--- config.mk ---
export PLATFORM = sky130hd
export DESIGN_NAME = pmic_im_top
export DESIGN_NICKNAME = d
export VERILOG_FILES = /design/src/logic/pmic_im_sync.v /design/src/logic/pmic_im_top.v
export VERILOG_INCLUDE_DIRS = /design/src /design/src/logic
export SDC_FILE = /design/constraint.sdc
export NUM_CORES = 1
export LEC_CHECK = 0
export BUFFER_PORTS_ARGS = -buffer_cell sky130_fd_sc_hd__buf_2
export CAP_MARGIN = 20
export CORE_MARGIN = 5
export CORE_UTILIZATION = 25
export CTS_CLUSTER_DIAMETER = 60
export DETAILED_ROUTE_END_ITERATION = 16
export PLACE_DENSITY = 0.42
export SYNTH_ARGS = -nofsm -noshare
export SYNTH_HDL_FRONTEND = slang
export SYNTH_SLANG_ARGS = --single-unit
--- constraint.sdc ---
create_clock -name clk -period 4.04 [get_ports clk]
set_input_delay 0 -clock clk [delete_from_list [all_inputs] [get_ports clk]]
set_output_delay 0 -clock clk [all_outputs]
set_load 0.02 [all_outputs]
--- src/logic/pmic_im_map.vh ---
// Register map, field positions and reset values of the mask and status block
`ifndef PMIC_IM_MAP_VH
`define PMIC_IM_MAP_VH

`define PMIC_IM_OFS_STATUS      8'h28
`define PMIC_IM_OFS_MASK_A      8'h29
`define PMIC_IM_OFS_MASK_B      8'h2A
`define PMIC_IM_OFS_MASK_CONV   8'h2B
`define PMIC_IM_OFS_FLAG_A      8'h20
`define PMIC_IM_OFS_FLAG_B      8'h21
`define PMIC_IM_OFS_FLAG_CONV   8'h22

`define PMIC_IM_RST_MASK_A      8'h00
`define PMIC_IM_RST_MASK_B      8'h01
`define PMIC_IM_RST_MASK_CONV   8'h00
`define PMIC_IM_RST_FLAG        8'h00

`define PMIC_IM_STAT_MON_B      4
`define PMIC_IM_STAT_MON_A      2
`define PMIC_IM_STAT_ANALOG     0

`define PMIC_IM_A_LOAD_MEAS     7
`define PMIC_IM_A_SYNC_CLK      3
`define PMIC_IM_A_THERMAL       1
`define PMIC_IM_B_RESET_REG     0

`define PMIC_IM_C_B_PG_FALL     7
`define PMIC_IM_C_B_PG_RISE     6
`define PMIC_IM_C_B_ILIM        4
`define PMIC_IM_C_A_PG_FALL     3
`define PMIC_IM_C_A_PG_RISE     2
`define PMIC_IM_C_A_ILIM        0

`define PMIC_IM_DEV_ADDR        7'h60

`endif

--- src/logic/pmic_im_sync.v ---
// Two-stage synchroniser for a group of asynchronous levels
`timescale 1ns/1ps
module pmic_im_sync
#(
   parameter WIDTH = 1
)
(
   input  wire             clk,
   input  wire             rstN,
   input  wire [WIDTH-1:0] asyncIn,
   output wire [WIDTH-1:0] syncOut
);
   reg [WIDTH-1:0] stage1_reg;
   reg [WIDTH-1:0] stage2_reg;

   always @(posedge clk or negedge rstN)
   begin
      if (!rstN)
      begin
         stage1_reg <= {WIDTH{1'b0}};
         stage2_reg <= {WIDTH{1'b0}};
      end
      else
      begin
         stage1_reg <= asyncIn;
         stage2_reg <= stage1_reg;
      end
   end

   assign syncOut = stage2_reg;
endmodule // pmic_im_sync

--- src/logic/pmic_im_top.v ---
// Interrupt mask, event flag and input validity status block with serial slave
// Overview of operation
// - Status bit 4 follows the second monitor input validity live, unlatched.
// - Status bit 2 reports the first monitor input validity as raw status.
// - Status bit 0 reports the analog supply input validity as raw status.
// - Status bits are live comparator results, never sticky captures.
// - Mask A bit 7 set blocks the load measurement ready interrupt.
// - Mask A bit 3 set blocks the external clock detection interrupt.
// - Mask A bit 1 blocks thermal warning interrupt; live thermal bit unaffected.
// - Mask B bit 0 blocks register reset interrupt; async reset loads one, then the OTP value.
// - Converter mask bit 7 blocks converter B power-good fall interrupt.
// - Converter mask bit 6 blocks converter B power-good rise interrupt.
// - Converter mask bit 4 blocks converter B current-limit interrupt only.
// - Converter mask bit 3 blocks converter A power-good fall interrupt.
// - Converter mask bit 2 blocks converter A power-good rise interrupt.
// - Converter mask bit 0 blocks converter A current-limit interrupt only.
// - Power-good masks gate interrupts only, never the live power-good status.
// - Mask defaults after reset come from one-time-programmable configuration.
`timescale 1ns/1ps
`include "pmic_im_map.vh"
module pmic_im_top
#(
   parameter [6:0] DEV_ADDR = `PMIC_IM_DEV_ADDR
)
(
   input  wire       clk,
   input  wire       resetn,
   input  wire       scl,
   input  wire       sdaIn,
   output wire       sdaOut,
   output wire       sdaOe,
   input  wire       monitorInputA,
   input  wire       monitorInputB,
   input  wire       analogSupplyInput,
   input  wire       thermalWarningLive,
   input  wire       syncClockDetect,
   input  wire       convAPgLive,
   input  wire       convBPgLive,
   input  wire       convACurrentLimitLive,
   input  wire       convBCurrentLimitLive,
   input  wire       loadMeasReady,
   input  wire       registerResetEvent,
   input  wire [7:0] otpMaskA,
   input  wire [7:0] otpMaskB,
   input  wire [7:0] otpMaskConv,
   output wire       intReqN
);
   localparam [3:0] ST_IDLE    = 4'h0;
   localparam [3:0] ST_DEV     = 4'h1;
   localparam [3:0] ST_DEV_ACK = 4'h2;
   localparam [3:0] ST_REG     = 4'h3;
   localparam [3:0] ST_REG_ACK = 4'h4;
   localparam [3:0] ST_WR      = 4'h5;
   localparam [3:0] ST_WR_ACK  = 4'h6;
   localparam [3:0] ST_RD      = 4'h7;
   localparam [3:0] ST_RD_ACK  = 4'h8;

   reg  [1:0] rstPipe_reg;
   wire       rstN;
   wire [1:0] busSync;
   wire [8:0] lvlSync;
   reg  [1:0] busPrev_reg;
   reg  [8:0] lvlPrev_reg;
   reg  [1:0] lvlPrime_reg;
   reg  [7:0] maskA_reg;
   reg  [7:0] maskB_reg;
   reg  [7:0] maskConv_reg;
   reg        otpDone_reg;
   reg  [7:0] flagA_reg;
   reg  [7:0] flagA_next;
   reg  [7:0] flagB_reg;
   reg  [7:0] flagB_next;
   reg  [7:0] flagConv_reg;
   reg  [7:0] flagConv_next;
   reg        intReqN_reg;
   reg  [3:0] state_reg;
   reg  [7:0] shift_reg;
   reg  [7:0] tx_reg;
   reg  [3:0] bitCnt_reg;
   reg  [7:0] ptr_reg;
   reg        readMode_reg;
   reg        masterAck_reg;
   reg        sdaOe_reg;
   reg        wrStrobe;
   reg  [7:0] rdData;
   reg  [7:0] setA;
   reg  [7:0] setB;
   reg  [7:0] setConv;
   wire       sclS;
   wire       sdaS;
   wire       sclRise;
   wire       sclFall;
   wire       busStart;
   wire       busStop;
   wire [7:0] statusWord;
   wire [8:0] lvlRise;
   wire [8:0] lvlFall;
   wire       lvlPrimed;

   // Reset release through two flops; assertion stays asynchronous
   always @(posedge clk or negedge resetn)
   begin
      if (!resetn)
         rstPipe_reg <= 2'b00;
      else
         rstPipe_reg <= {rstPipe_reg[0], 1'b1};
   end
   assign rstN = rstPipe_reg[1];

   pmic_im_sync #(.WIDTH(2)) u_busSync
   (
      .clk     (clk),
      .rstN    (rstN),
      .asyncIn ({scl, sdaIn}),
      .syncOut (busSync)
   );

   pmic_im_sync #(.WIDTH(9)) u_lvlSync
   (
      .clk     (clk),
      .rstN    (rstN),
      .asyncIn ({convBCurrentLimitLive, convACurrentLimitLive, convBPgLive, convAPgLive,
                 syncClockDetect, thermalWarningLive, analogSupplyInput, monitorInputA,
                 monitorInputB}),
      .syncOut (lvlSync)
   );

   assign sclS     = busSync[1];
   assign sdaS     = busSync[0];
   assign sclRise  = sclS & ~busPrev_reg[1];
   assign sclFall  = ~sclS & busPrev_reg[1];
   assign busStart = sclS & busPrev_reg[1] & ~sdaS & busPrev_reg[0];
   assign busStop  = sclS & busPrev_reg[1] & sdaS & ~busPrev_reg[0];

   // Synchroniser restarts from zero, so a level held high through reset
   // would look like a rising edge; edges wait until both samples are real
   assign lvlPrimed = &lvlPrime_reg;
   assign lvlRise = lvlPrimed ? (lvlSync & ~lvlPrev_reg) : 9'h000;
   assign lvlFall = lvlPrimed ? (~lvlSync & lvlPrev_reg) : 9'h000;

   always @(posedge clk or negedge rstN)
   begin
      if (!rstN)
      begin
         busPrev_reg   <= 2'b11;
         lvlPrev_reg   <= 9'h000;
         lvlPrime_reg  <= 2'b00;
      end
      else
      begin
         busPrev_reg   <= busSync;
         lvlPrev_reg   <= lvlSync;
         if (!lvlPrimed)
            lvlPrime_reg <= lvlPrime_reg + 2'b01;
      end
   end

   // Live status, no capture stage between comparator and read path
   assign statusWord = {3'b000,
                        lvlSync[0],
                        1'b0,
                        lvlSync[1],
                        1'b0,
                        lvlSync[2]};

   always @*
   begin
      setA = 8'h00;
      setB = 8'h00;
      setConv = 8'h00;
      setA[`PMIC_IM_A_LOAD_MEAS] = loadMeasReady & ~maskA_reg[`PMIC_IM_A_LOAD_MEAS];
      setA[`PMIC_IM_A_SYNC_CLK]  = lvlRise[4] & ~maskA_reg[`PMIC_IM_A_SYNC_CLK];
      setA[`PMIC_IM_A_THERMAL]   = lvlRise[3] & ~maskA_reg[`PMIC_IM_A_THERMAL];
      setB[`PMIC_IM_B_RESET_REG] = registerResetEvent
                                   & ~maskB_reg[`PMIC_IM_B_RESET_REG];
      setConv[`PMIC_IM_C_B_PG_RISE] = (lvlFall[6] & ~maskConv_reg[`PMIC_IM_C_B_PG_FALL])
                                    | (lvlRise[6] & ~maskConv_reg[`PMIC_IM_C_B_PG_RISE]);
      setConv[`PMIC_IM_C_B_ILIM] = lvlRise[8] & ~maskConv_reg[`PMIC_IM_C_B_ILIM];
      setConv[`PMIC_IM_C_A_PG_RISE] = (lvlFall[5] & ~maskConv_reg[`PMIC_IM_C_A_PG_FALL])
                                    | (lvlRise[5] & ~maskConv_reg[`PMIC_IM_C_A_PG_RISE]);
      setConv[`PMIC_IM_C_A_ILIM] = lvlRise[7] & ~maskConv_reg[`PMIC_IM_C_A_ILIM];
   end

   function [7:0] readMux;
      input [7:0] addr;
      begin
         case (addr)
            `PMIC_IM_OFS_STATUS:    readMux = statusWord;
            `PMIC_IM_OFS_MASK_A:    readMux = maskA_reg;
            `PMIC_IM_OFS_MASK_B:    readMux = maskB_reg;
            `PMIC_IM_OFS_MASK_CONV: readMux = maskConv_reg;
            `PMIC_IM_OFS_FLAG_A:    readMux = flagA_reg;
            `PMIC_IM_OFS_FLAG_B:    readMux = flagB_reg;
            `PMIC_IM_OFS_FLAG_CONV: readMux = flagConv_reg;
            default:                readMux = 8'h00;
         endcase
      end
   endfunction

   always @*
   begin
      rdData = readMux(ptr_reg);
      wrStrobe = (state_reg == ST_WR) && sclFall && (bitCnt_reg == 4'h8) && !busStart
                 && !busStop;
   end

   // Write-one-to-clear; a same-cycle event keeps its flag set
   always @*
   begin
      flagA_next    = flagA_reg | setA;
      flagB_next    = flagB_reg | setB;
      flagConv_next = flagConv_reg | setConv;
      if (wrStrobe && ptr_reg == `PMIC_IM_OFS_FLAG_A)
         flagA_next = (flagA_reg & ~shift_reg) | setA;
      if (wrStrobe && ptr_reg == `PMIC_IM_OFS_FLAG_B)
         flagB_next = (flagB_reg & ~shift_reg) | setB;
      if (wrStrobe && ptr_reg == `PMIC_IM_OFS_FLAG_CONV)
         flagConv_next = (flagConv_reg & ~shift_reg) | setConv;
   end

   always @(posedge clk or negedge rstN)
   begin
      if (!rstN)
      begin
         flagA_reg    <= `PMIC_IM_RST_FLAG;
         flagB_reg    <= `PMIC_IM_RST_FLAG;
         flagConv_reg <= `PMIC_IM_RST_FLAG;
         intReqN_reg  <= 1'b1;
      end
      else
      begin
         flagA_reg    <= flagA_next;
         flagB_reg    <= flagB_next;
         flagConv_reg <= flagConv_next;
         intReqN_reg  <= ~(|flagA_next | |flagB_next | |flagConv_next);
      end
   end

   // OTP defaults land one cycle after release; async reset only takes constants
   always @(posedge clk or negedge rstN)
   begin
      if (!rstN)
      begin
         maskA_reg    <= `PMIC_IM_RST_MASK_A;
         maskB_reg    <= `PMIC_IM_RST_MASK_B;
         maskConv_reg <= `PMIC_IM_RST_MASK_CONV;
         otpDone_reg  <= 1'b0;
      end
      else if (!otpDone_reg)
      begin
         maskA_reg    <= otpMaskA;
         maskB_reg    <= otpMaskB;
         maskConv_reg <= otpMaskConv;
         otpDone_reg  <= 1'b1;
      end
      else if (wrStrobe)
      begin
         // All eight bits stored, reserved ones included
         if (ptr_reg == `PMIC_IM_OFS_MASK_A)
            maskA_reg <= shift_reg;
         if (ptr_reg == `PMIC_IM_OFS_MASK_B)
            maskB_reg <= shift_reg;
         if (ptr_reg == `PMIC_IM_OFS_MASK_CONV)
            maskConv_reg <= shift_reg;
      end
   end

   // Serial slave: start/stop take priority over bit handling
   always @(posedge clk or negedge rstN)
   begin
      if (!rstN)
      begin
         state_reg     <= ST_IDLE;
         shift_reg     <= 8'h00;
         tx_reg        <= 8'h00;
         bitCnt_reg    <= 4'h0;
         ptr_reg       <= 8'h00;
         readMode_reg  <= 1'b0;
         masterAck_reg <= 1'b0;
         sdaOe_reg     <= 1'b0;
      end
      else if (busStart)
      begin
         state_reg  <= ST_DEV;
         bitCnt_reg <= 4'h0;
         sdaOe_reg  <= 1'b0;
      end
      else if (busStop)
      begin
         state_reg <= ST_IDLE;
         sdaOe_reg <= 1'b0;
      end
      else
      begin
         case (state_reg)
            ST_IDLE:
               sdaOe_reg <= 1'b0;
            ST_DEV, ST_REG, ST_WR:
            begin
               if (sclRise && bitCnt_reg != 4'h8)
               begin
                  shift_reg  <= {shift_reg[6:0], sdaS};
                  bitCnt_reg <= bitCnt_reg + 4'h1;
               end
               else if (sclFall && bitCnt_reg == 4'h8)
               begin
                  bitCnt_reg <= 4'h0;
                  if (state_reg == ST_DEV)
                  begin
                     if (shift_reg[7:1] == DEV_ADDR)
                     begin
                        readMode_reg <= shift_reg[0];
                        sdaOe_reg    <= 1'b1;
                        state_reg    <= ST_DEV_ACK;
                     end
                     else
                        state_reg <= ST_IDLE;
                  end
                  else if (state_reg == ST_REG)
                  begin
                     ptr_reg   <= shift_reg;
                     sdaOe_reg <= 1'b1;
                     state_reg <= ST_REG_ACK;
                  end
                  else
                  begin
                     sdaOe_reg <= 1'b1;
                     state_reg <= ST_WR_ACK;
                  end
               end
            end
            ST_DEV_ACK, ST_REG_ACK, ST_WR_ACK:
            begin
               if (sclFall)
               begin
                  bitCnt_reg <= 4'h0;
                  if (state_reg == ST_WR_ACK)
                     ptr_reg <= ptr_reg + 8'h01;
                  if (state_reg == ST_DEV_ACK && readMode_reg)
                  begin
                     tx_reg    <= rdData;
                     sdaOe_reg <= ~rdData[7];
                     state_reg <= ST_RD;
                  end
                  else
                  begin
                     sdaOe_reg <= 1'b0;
                     state_reg <= (state_reg == ST_DEV_ACK) ? ST_REG : ST_WR;
                  end
               end
            end
            ST_RD:
            begin
               if (sclFall)
               begin
                  if (bitCnt_reg == 4'h7)
                  begin
                     sdaOe_reg <= 1'b0;
                     ptr_reg   <= ptr_reg + 8'h01;
                     state_reg <= ST_RD_ACK;
                  end
                  else
                  begin
                     tx_reg     <= {tx_reg[6:0], 1'b0};
                     sdaOe_reg  <= ~tx_reg[6];
                     bitCnt_reg <= bitCnt_reg + 4'h1;
                  end
               end
            end
            ST_RD_ACK:
            begin
               if (sclRise)
                  masterAck_reg <= ~sdaS;
               else if (sclFall)
               begin
                  bitCnt_reg <= 4'h0;
                  if (masterAck_reg)
                  begin
                     // Pointer already advanced, so rdData is the next byte
                     tx_reg    <= rdData;
                     sdaOe_reg <= ~rdData[7];
                     state_reg <= ST_RD;
                  end
                  else
                     state_reg <= ST_IDLE;
               end
            end
            default:
               state_reg <= ST_IDLE;
         endcase
      end
   end

   // Open drain: only ever pulls low
   assign sdaOut  = 1'b0;
   assign sdaOe   = sdaOe_reg;
   assign intReqN = intReqN_reg;
endmodule // pmic_im_top

== Yosys cells after proc, flatten, opt, wreduce, memory -nomap -nowiden ==
Cells that the tools add are included.

* Input port bits: 39
* Flip-flop bits (word level): 121
* Output and inout port bits: 3
* Logic and storage cells: 238

* Eq/ne operators: 51
* Add/sub/neg operators: 3
* Bitwise operators: 55
* Reduce and logical (&&, ||, !) cells: 34
* Multiplexer cells: 71

{| class="wikitable"
|+ Operators with widths
! kind !! count
|-
| two-way mux 8 bit || 20
|-
| two-way mux 4 bit || 18
|-
| equality test 8 x 6 -> 1 bit, second input constant || 7
|-
| two-way mux 7 bit || 8
|-
| case mux 8 bit (7 select lines) || 1
|-
| inequality test 4 bit, second input constant || 10
|-
| inequality test 2 bit, second input constant || 14
|-
| bitwise AND 8 bit || 3
|-
| case mux 8 bit (3 select lines) || 1
|-
| OR reduction 8 bit || 3
|-
| case mux 7 bit (3 select lines) || 1
|-
| equality test 4 x 3 -> 1 bit, second input constant || 5
|-
| NOT 1 bit || 20
|-
| case mux 4 bit (5 select lines) || 1
|-
| bitwise AND 1 bit || 17
|-
| OR 8 x 1 -> 8 bit || 2
|-
| OR 8 x 7 -> 8 bit || 2
|-
| OR 8 bit || 2
|-
| case mux 4 bit (4 select lines) || 1
|-
| two-way mux 1 bit || 13
|-
| inequality test 3 bit, second input constant || 4
|-
| AND reduction 11 bit || 1
|-
| logical AND 1 bit || 10
|-
| AND reduction 10 bit || 1
|-
| 31 further kinds || 49
|}

== Depth between registers and ports, before layout ==
* Word-level depth: 12
* Mapped depth: 10
* Mapped depth without buffers: 8

== Modules after synthesis ==
Synthesis repeated with hierarchy kept, for this count alone.

* Cell total of the unflattened synthesis: 541
* Area total of the unflattened synthesis: 5639.2 µm²

{| class="wikitable"
|+ By module, submodules not included
! module !! times used !! sequential area each (µm²) !! area an instance (µm²) !! cells each
|-
| pmic_im_top || 1 || 2407.3 || 5088.6 || 519
|-
| pmic_im_sync (u_lvlSync) || 1 || 450.4 || 450.4 || 18
|-
| pmic_im_sync (u_busSync) || 1 || 100.1 || 100.1 || 4
|}

== Worst setup path before layout ==
OpenSTA, ideal clock, no wires.

* Kind: register to register
* From: reg bitCnt_reg[0]
* To: reg intReqN_reg (netlist: intReqN)
* Buffers on the path: 2
* Library setup time: 63 ps
* Clock period less this slack: 2149 ps
* Stages on the path, launching flop included: 11
* Arrival: 2086 ps
* Required time: 3977 ps
* Setup slack: 1891 ps
* Cells stage by stage: dfrtp_1 -> inv_1 -> ha_1 -> and3b_1 -> buf_2 -> nand4b_2 -> buf_2 -> o31ai_1 -> nand3b_1 -> nor4_1 -> and4_1

* Cells in the longest elaborated chain, start to end: 10
* Elaborated cells between the ends (all ways): 16
* Those cells by class: eq/ne (1); mux (3); bitwise (3); reduce/logical (9)

{| class="wikitable"
|+ Ends and longest elaborated chain
! element !! RTL line !! source
|-
| from (decl) || pmic_im_top.v:79 || <nowiki>reg [3:0] bitCnt_reg;</nowiki>
|-
| from (signal assigned) || pmic_im_top.v:303 || <nowiki>bitCnt_reg <= bitCnt_reg + 4'h1;</nowiki>
|-
| from (signal assigned) || pmic_im_top.v:366 || <nowiki>bitCnt_reg <= bitCnt_reg + 4'h1;</nowiki>
|-
| equality test 4 bit (*) || pmic_im_top.v:203 || <nowiki>wrStrobe = (state_reg == ST_WR) && sclFall && (bitCnt_reg == 4'h8) && !busStart</nowiki>
|-
| logical AND 1 bit (*) (2 in a row) || pmic_im_top.v:203 ||
|-
| logical AND 1 bit (*) || pmic_im_top.v:204 || <nowiki>&& !busStop;</nowiki>
|-
| logical AND 1 bit (no line) || - ||
|-
| two-way mux 8 bit, on equally long branches || pmic_im_top.v:213, pmic_im_top.v:215 ||
|-
| OR reduction 8 bit || pmic_im_top.v:235 || <nowiki>intReqN_reg <= ~(|flagA_next | |flagB_next | |flagConv_next);</nowiki>
|-
| OR 1 bit || pmic_im_top.v:235 ||
|-
| OR 1 bit (*) || pmic_im_top.v:235 ||
|-
| NOT 1 bit (*) || pmic_im_top.v:235 ||
|-
| to (signal assigned) || pmic_im_top.v:235 ||
|-
| to (decl) || pmic_im_top.v:75 || <nowiki>reg intReqN_reg;</nowiki>
|}

Mark *: on every way between the ends. The rest lies on a longest branch, timed or not.
A chain may end at the register's enable or synchronous reset.

== Worst setup path in the final report ==
* From: reg bitCnt_reg[0]
* To: reg intReqN_reg (netlist: intReqN)

* Cells in the longest elaborated chain, start to end: 10
* Elaborated cells between the ends (all ways): 16
* Those cells by class: eq/ne (1); mux (3); bitwise (3); reduce/logical (9)

{| class="wikitable"
|+ Ends and longest elaborated chain
! element !! RTL line !! source
|-
| equality test 4 bit || pmic_im_top.v:203 ||
|-
| logical AND 1 bit (2 in a row) || pmic_im_top.v:203 ||
|-
| logical AND 1 bit || pmic_im_top.v:204 ||
|-
| logical AND 1 bit (no line) || - ||
|-
| two-way mux 8 bit || pmic_im_top.v:215 || <nowiki>if (wrStrobe && ptr_reg == `PMIC_IM_OFS_FLAG_B)</nowiki>
|-
| via flagB_next[0] || pmic_im_top.v:72 || <nowiki>reg [7:0] flagB_next;</nowiki>
|-
| OR reduction 8 bit || pmic_im_top.v:235 ||
|-
| OR 1 bit (2 in a row) || pmic_im_top.v:235 ||
|-
| NOT 1 bit || pmic_im_top.v:235 ||
|}

The timed path passes the listed nets, and every way through them passes these cells.

==> results.md <==
* Achievable Freq at between 0.3 and 0.4 GHz
* Count of cell types in the netlist at between 60 and 70
* Hold_sp: convACurrentLimitLive
* Cts repair resizes at 0
* Worst-Margin Slew at just over 0.9 ns
* I/O Pins at 42
* Sw Ratio at 27.50%
* DRC at 0
* Dominant cell type by area after synthesis: dfrtp_1
* Unrepaired setup endpoints after global routing: no
* Hold Path Sink: u_lvlSync.stage1_reg[7]$_DFF_PN0_
* Clock Root Buffer: clkbuf_16
* Vias in the first global route at 5013
* Pin count of the biggest net entering global routing at 67
* Routed Antenna Nets at 0
* Worst hold path type: in -> reg
* Gr ovfl total at 0
* Die Width at roughly 160 µm
* Combinational share of power at about 6.4%
* Wire per inst at 18.37 µm
* Via count at slightly below 5000
* GRT Util Overall at 13.66%
* Core ar. at between 20000 and 25000 µm²
* H-tree Lvls at 4
* Yosys reg bits at approximately 120
* Antenna violations before repair at 0
* Pleak at about 2.9 nW
* Num CTS Buffers at 17
* Starting Density at between 20 and 30%
* Share of layout cells above drive strength 1 at between 15 and 20%
* Final cycle utilization of the critical path at between 70% and 80%
* Setup_tns at 0 ns
* Reg power frac at 45.0%
* CP Data Required Time at 4.40 ns
* Outcome: complete, no violations
* Reg2Reg Depth at 8
* Final HPWL DP at between 10000 and 15000 µm
* CP Capture Type: register
* Layout overhead on the synthesized area at 24.51%
* Slew Limit Fails at 0
* Max Cap Violations at 0
* Routability Congestion at ~0.81
* Clock Power Share at ~50%
* Fin crit period at between 3 and 4 ns
* Drt first pass iters at 5
* Pint at 0.002121 W
* Data arrival, critical path at ~3.5 ns
* Clock Path Buffers at 2
* Clock Sink Count at between 100 and 150
* Gate count after technology mapping at between 500 and 600
* Switching power at 0.0008043 W
* Antenna diodes at 0
* Setup bufs post-CTS at 0
* Skew-Pair Late Insertion Delay at around 0.43 ns
* Final setup viols at 0
* DIE HEIGHT at roughly 160 µm
* Final hold vios at 0
* Worst setup path class: reg -> reg
* Reg2reg end: intReqN$_DFF_PN1_
* Avg Cell Area, Syn at 9.819 µm²
* Mapped cell area at slightly below 6000 µm²
* Most common cell after layout, fill and taps aside: dfrtp_1
* Clock skew at around 0.0094 ns
* Vias per cell at between 5 and 6
* Die area at 26320 µm²
* Total number of yosys warnings at 0
* Clock Pin Slew Worst Setup and Hold Paths at 0.06 ns
* Register-to-register setup slack at slightly below 0.9 ns
* Port Buffer Count at 40
* Post-synth top area share at around half
* Nets at just over 700
* Pwr dens at just over 400 nW/µm²
* Max Fanout on Critical Path at 18
* Reg2reg start: bitCnt_reg[0]$_DFFE_PN0P_
* Max IR drop VDD at roughly 0.27 mV
* Initial DRC Count at about 350
* # rows at between 50 and 60
* Post-synthesis async set-or-reset flop share at 100.0%
* Post-synth EDFFs at 0
* Critical Path Start Type: register
* Most used DFF post-synth: dfrtp_1
* Pwr Total at about 0.0029 W
* Seq/Total Area, Yosys at between 50% and 60%
* Area contributors post-synth: dfrtp_1, a21oi_1, mux2i_1
* Min-Delay Path Depth at 2
* First-pass GRT wire length at about 28000 µm
* Worst slew margin at 39.44%
* Most frequent cells in the layout: dfrtp_1, a21oi_1, nor2_1
* CTS Hold Bufs at 39
* CTS tree: built
* Final WL at 17600 µm
-- critical path, stage by stage (launching register included) --
cell and delay (ns):
dfrtp_1 0.42, inv_1 0.07, ha_1 0.16, and3b_1 0.29, nand4b_2 0.55, o41ai_1 0.56
o21ai_0 0.22, nor4_1 0.51, and4_1 0.30
-- cells by family after synthesis --
family | Yosys count | synth area share, %
other cells | 2 | 0.1296
simple gates | 180 | 16.44
compound gates | 179 | 19.63
xor+xnor | 2 | 0.3024
fa+ha+maj | 8 | 1.685
mux | 36 | 6.372
buf+inv | 65 | 4.384
flops | 118 | 51.06
-- worst max-delay path by stage --
stage | end | slack (ns) | from
CTS | intReqN$_DFF_PN1_ | 0.99 | bitCnt_reg[0]$_DFFE_PN0P_
global route | intReqN$_DFF_PN1_ | 0.59 | bitCnt_reg[0]$_DFFE_PN0P_
finish | intReqN$_DFF_PN1_ | 0.88 | bitCnt_reg[0]$_DFFE_PN0P_
detailed placement | intReqN$_DFF_PN1_ | 1.04 | bitCnt_reg[0]$_DFFE_PN0P_
global placement | intReqN$_DFF_PN1_ | 1.15 | ptr_reg[1]$_DFFE_PN0P_
floorplan | bitCnt_reg[0]$_DFFE_PN0P_ | 0.52 | rstPipe_reg[1]$_DFF_PN0_
-- metrics by stage --
step	instance area [µm²]	setup WS, ns	hold slack (ns)	cells	util [%]
final	7213	0.8801	0.2077	958	31.76
after global routing	7213	0.5907	0.2063	958	31.76
after CTS	7213	0.9855	0.1992	958	31.76
after detailed placement	6277	1.044	-0.2129	887	27.64
after global placement	6277	1.147	-0.2147	887	27.64
after floorplan	5797	0.5162	-0.2956	591	-
-- power groups by stage --
stage | Sequential [W] | Combinational (W) | Clock (W)
final | 0.00132 | 0.000188 | 0.00142
after global routing | 0.00133 | 0.000212 | 0.00150
after CTS | 0.00132 | 0.000190 | 0.00144
after detailed placement | 0.00134 | 0.000160 | 0
after global placement | 0.00134 | 0.000160 | 0
after floorplan | 0.00130 | 0.000107 | 0
-- cells in the mapped netlist, types with 3 or more instances --
cell type	count
a21o_1	3
nand3b_1	5
inv_1	29
mux2_2	7
a222oi_1	7
a221oi_1	3
clkbuf_1	28
nor2_1	49
a22oi_1	12
nor4_1	6
a21oi_1	58
o21ai_0	38
nand3_1	20
dfrtp_1	114
and2_1	3
buf_2	5
nand2_1	42
a31oi_1	7
nand4_1	7
a21boi_0	7
ha_1	7
o211ai_1	3
o31ai_1	14
nor2b_1	3
nand2b_1	7
o22ai_1	4
mux2i_1	29
and3b_1	4
o41ai_1	5
dfstp_2	4
nor2_2	3
nor3_1	8
-- per-layer routing --
layer	routed length [µm]	GRT usage (%)
met1	7912	17.86
met2	8517	22.41
met3	856	2.791
met4	313	4.960
met5	0	0
-- final cells by class --
type                    instances  area (µm²)
flip-flops and latches        118        2962
repair buffers                 86       655.6
fillers                      2344       15500
well taps                     285       356.6
inverters                      29       108.9
clock inverters                15       120.1
clock buffers                  17       425.4
multi-input cells             408        2585
(Power assumes the default switching activity.)
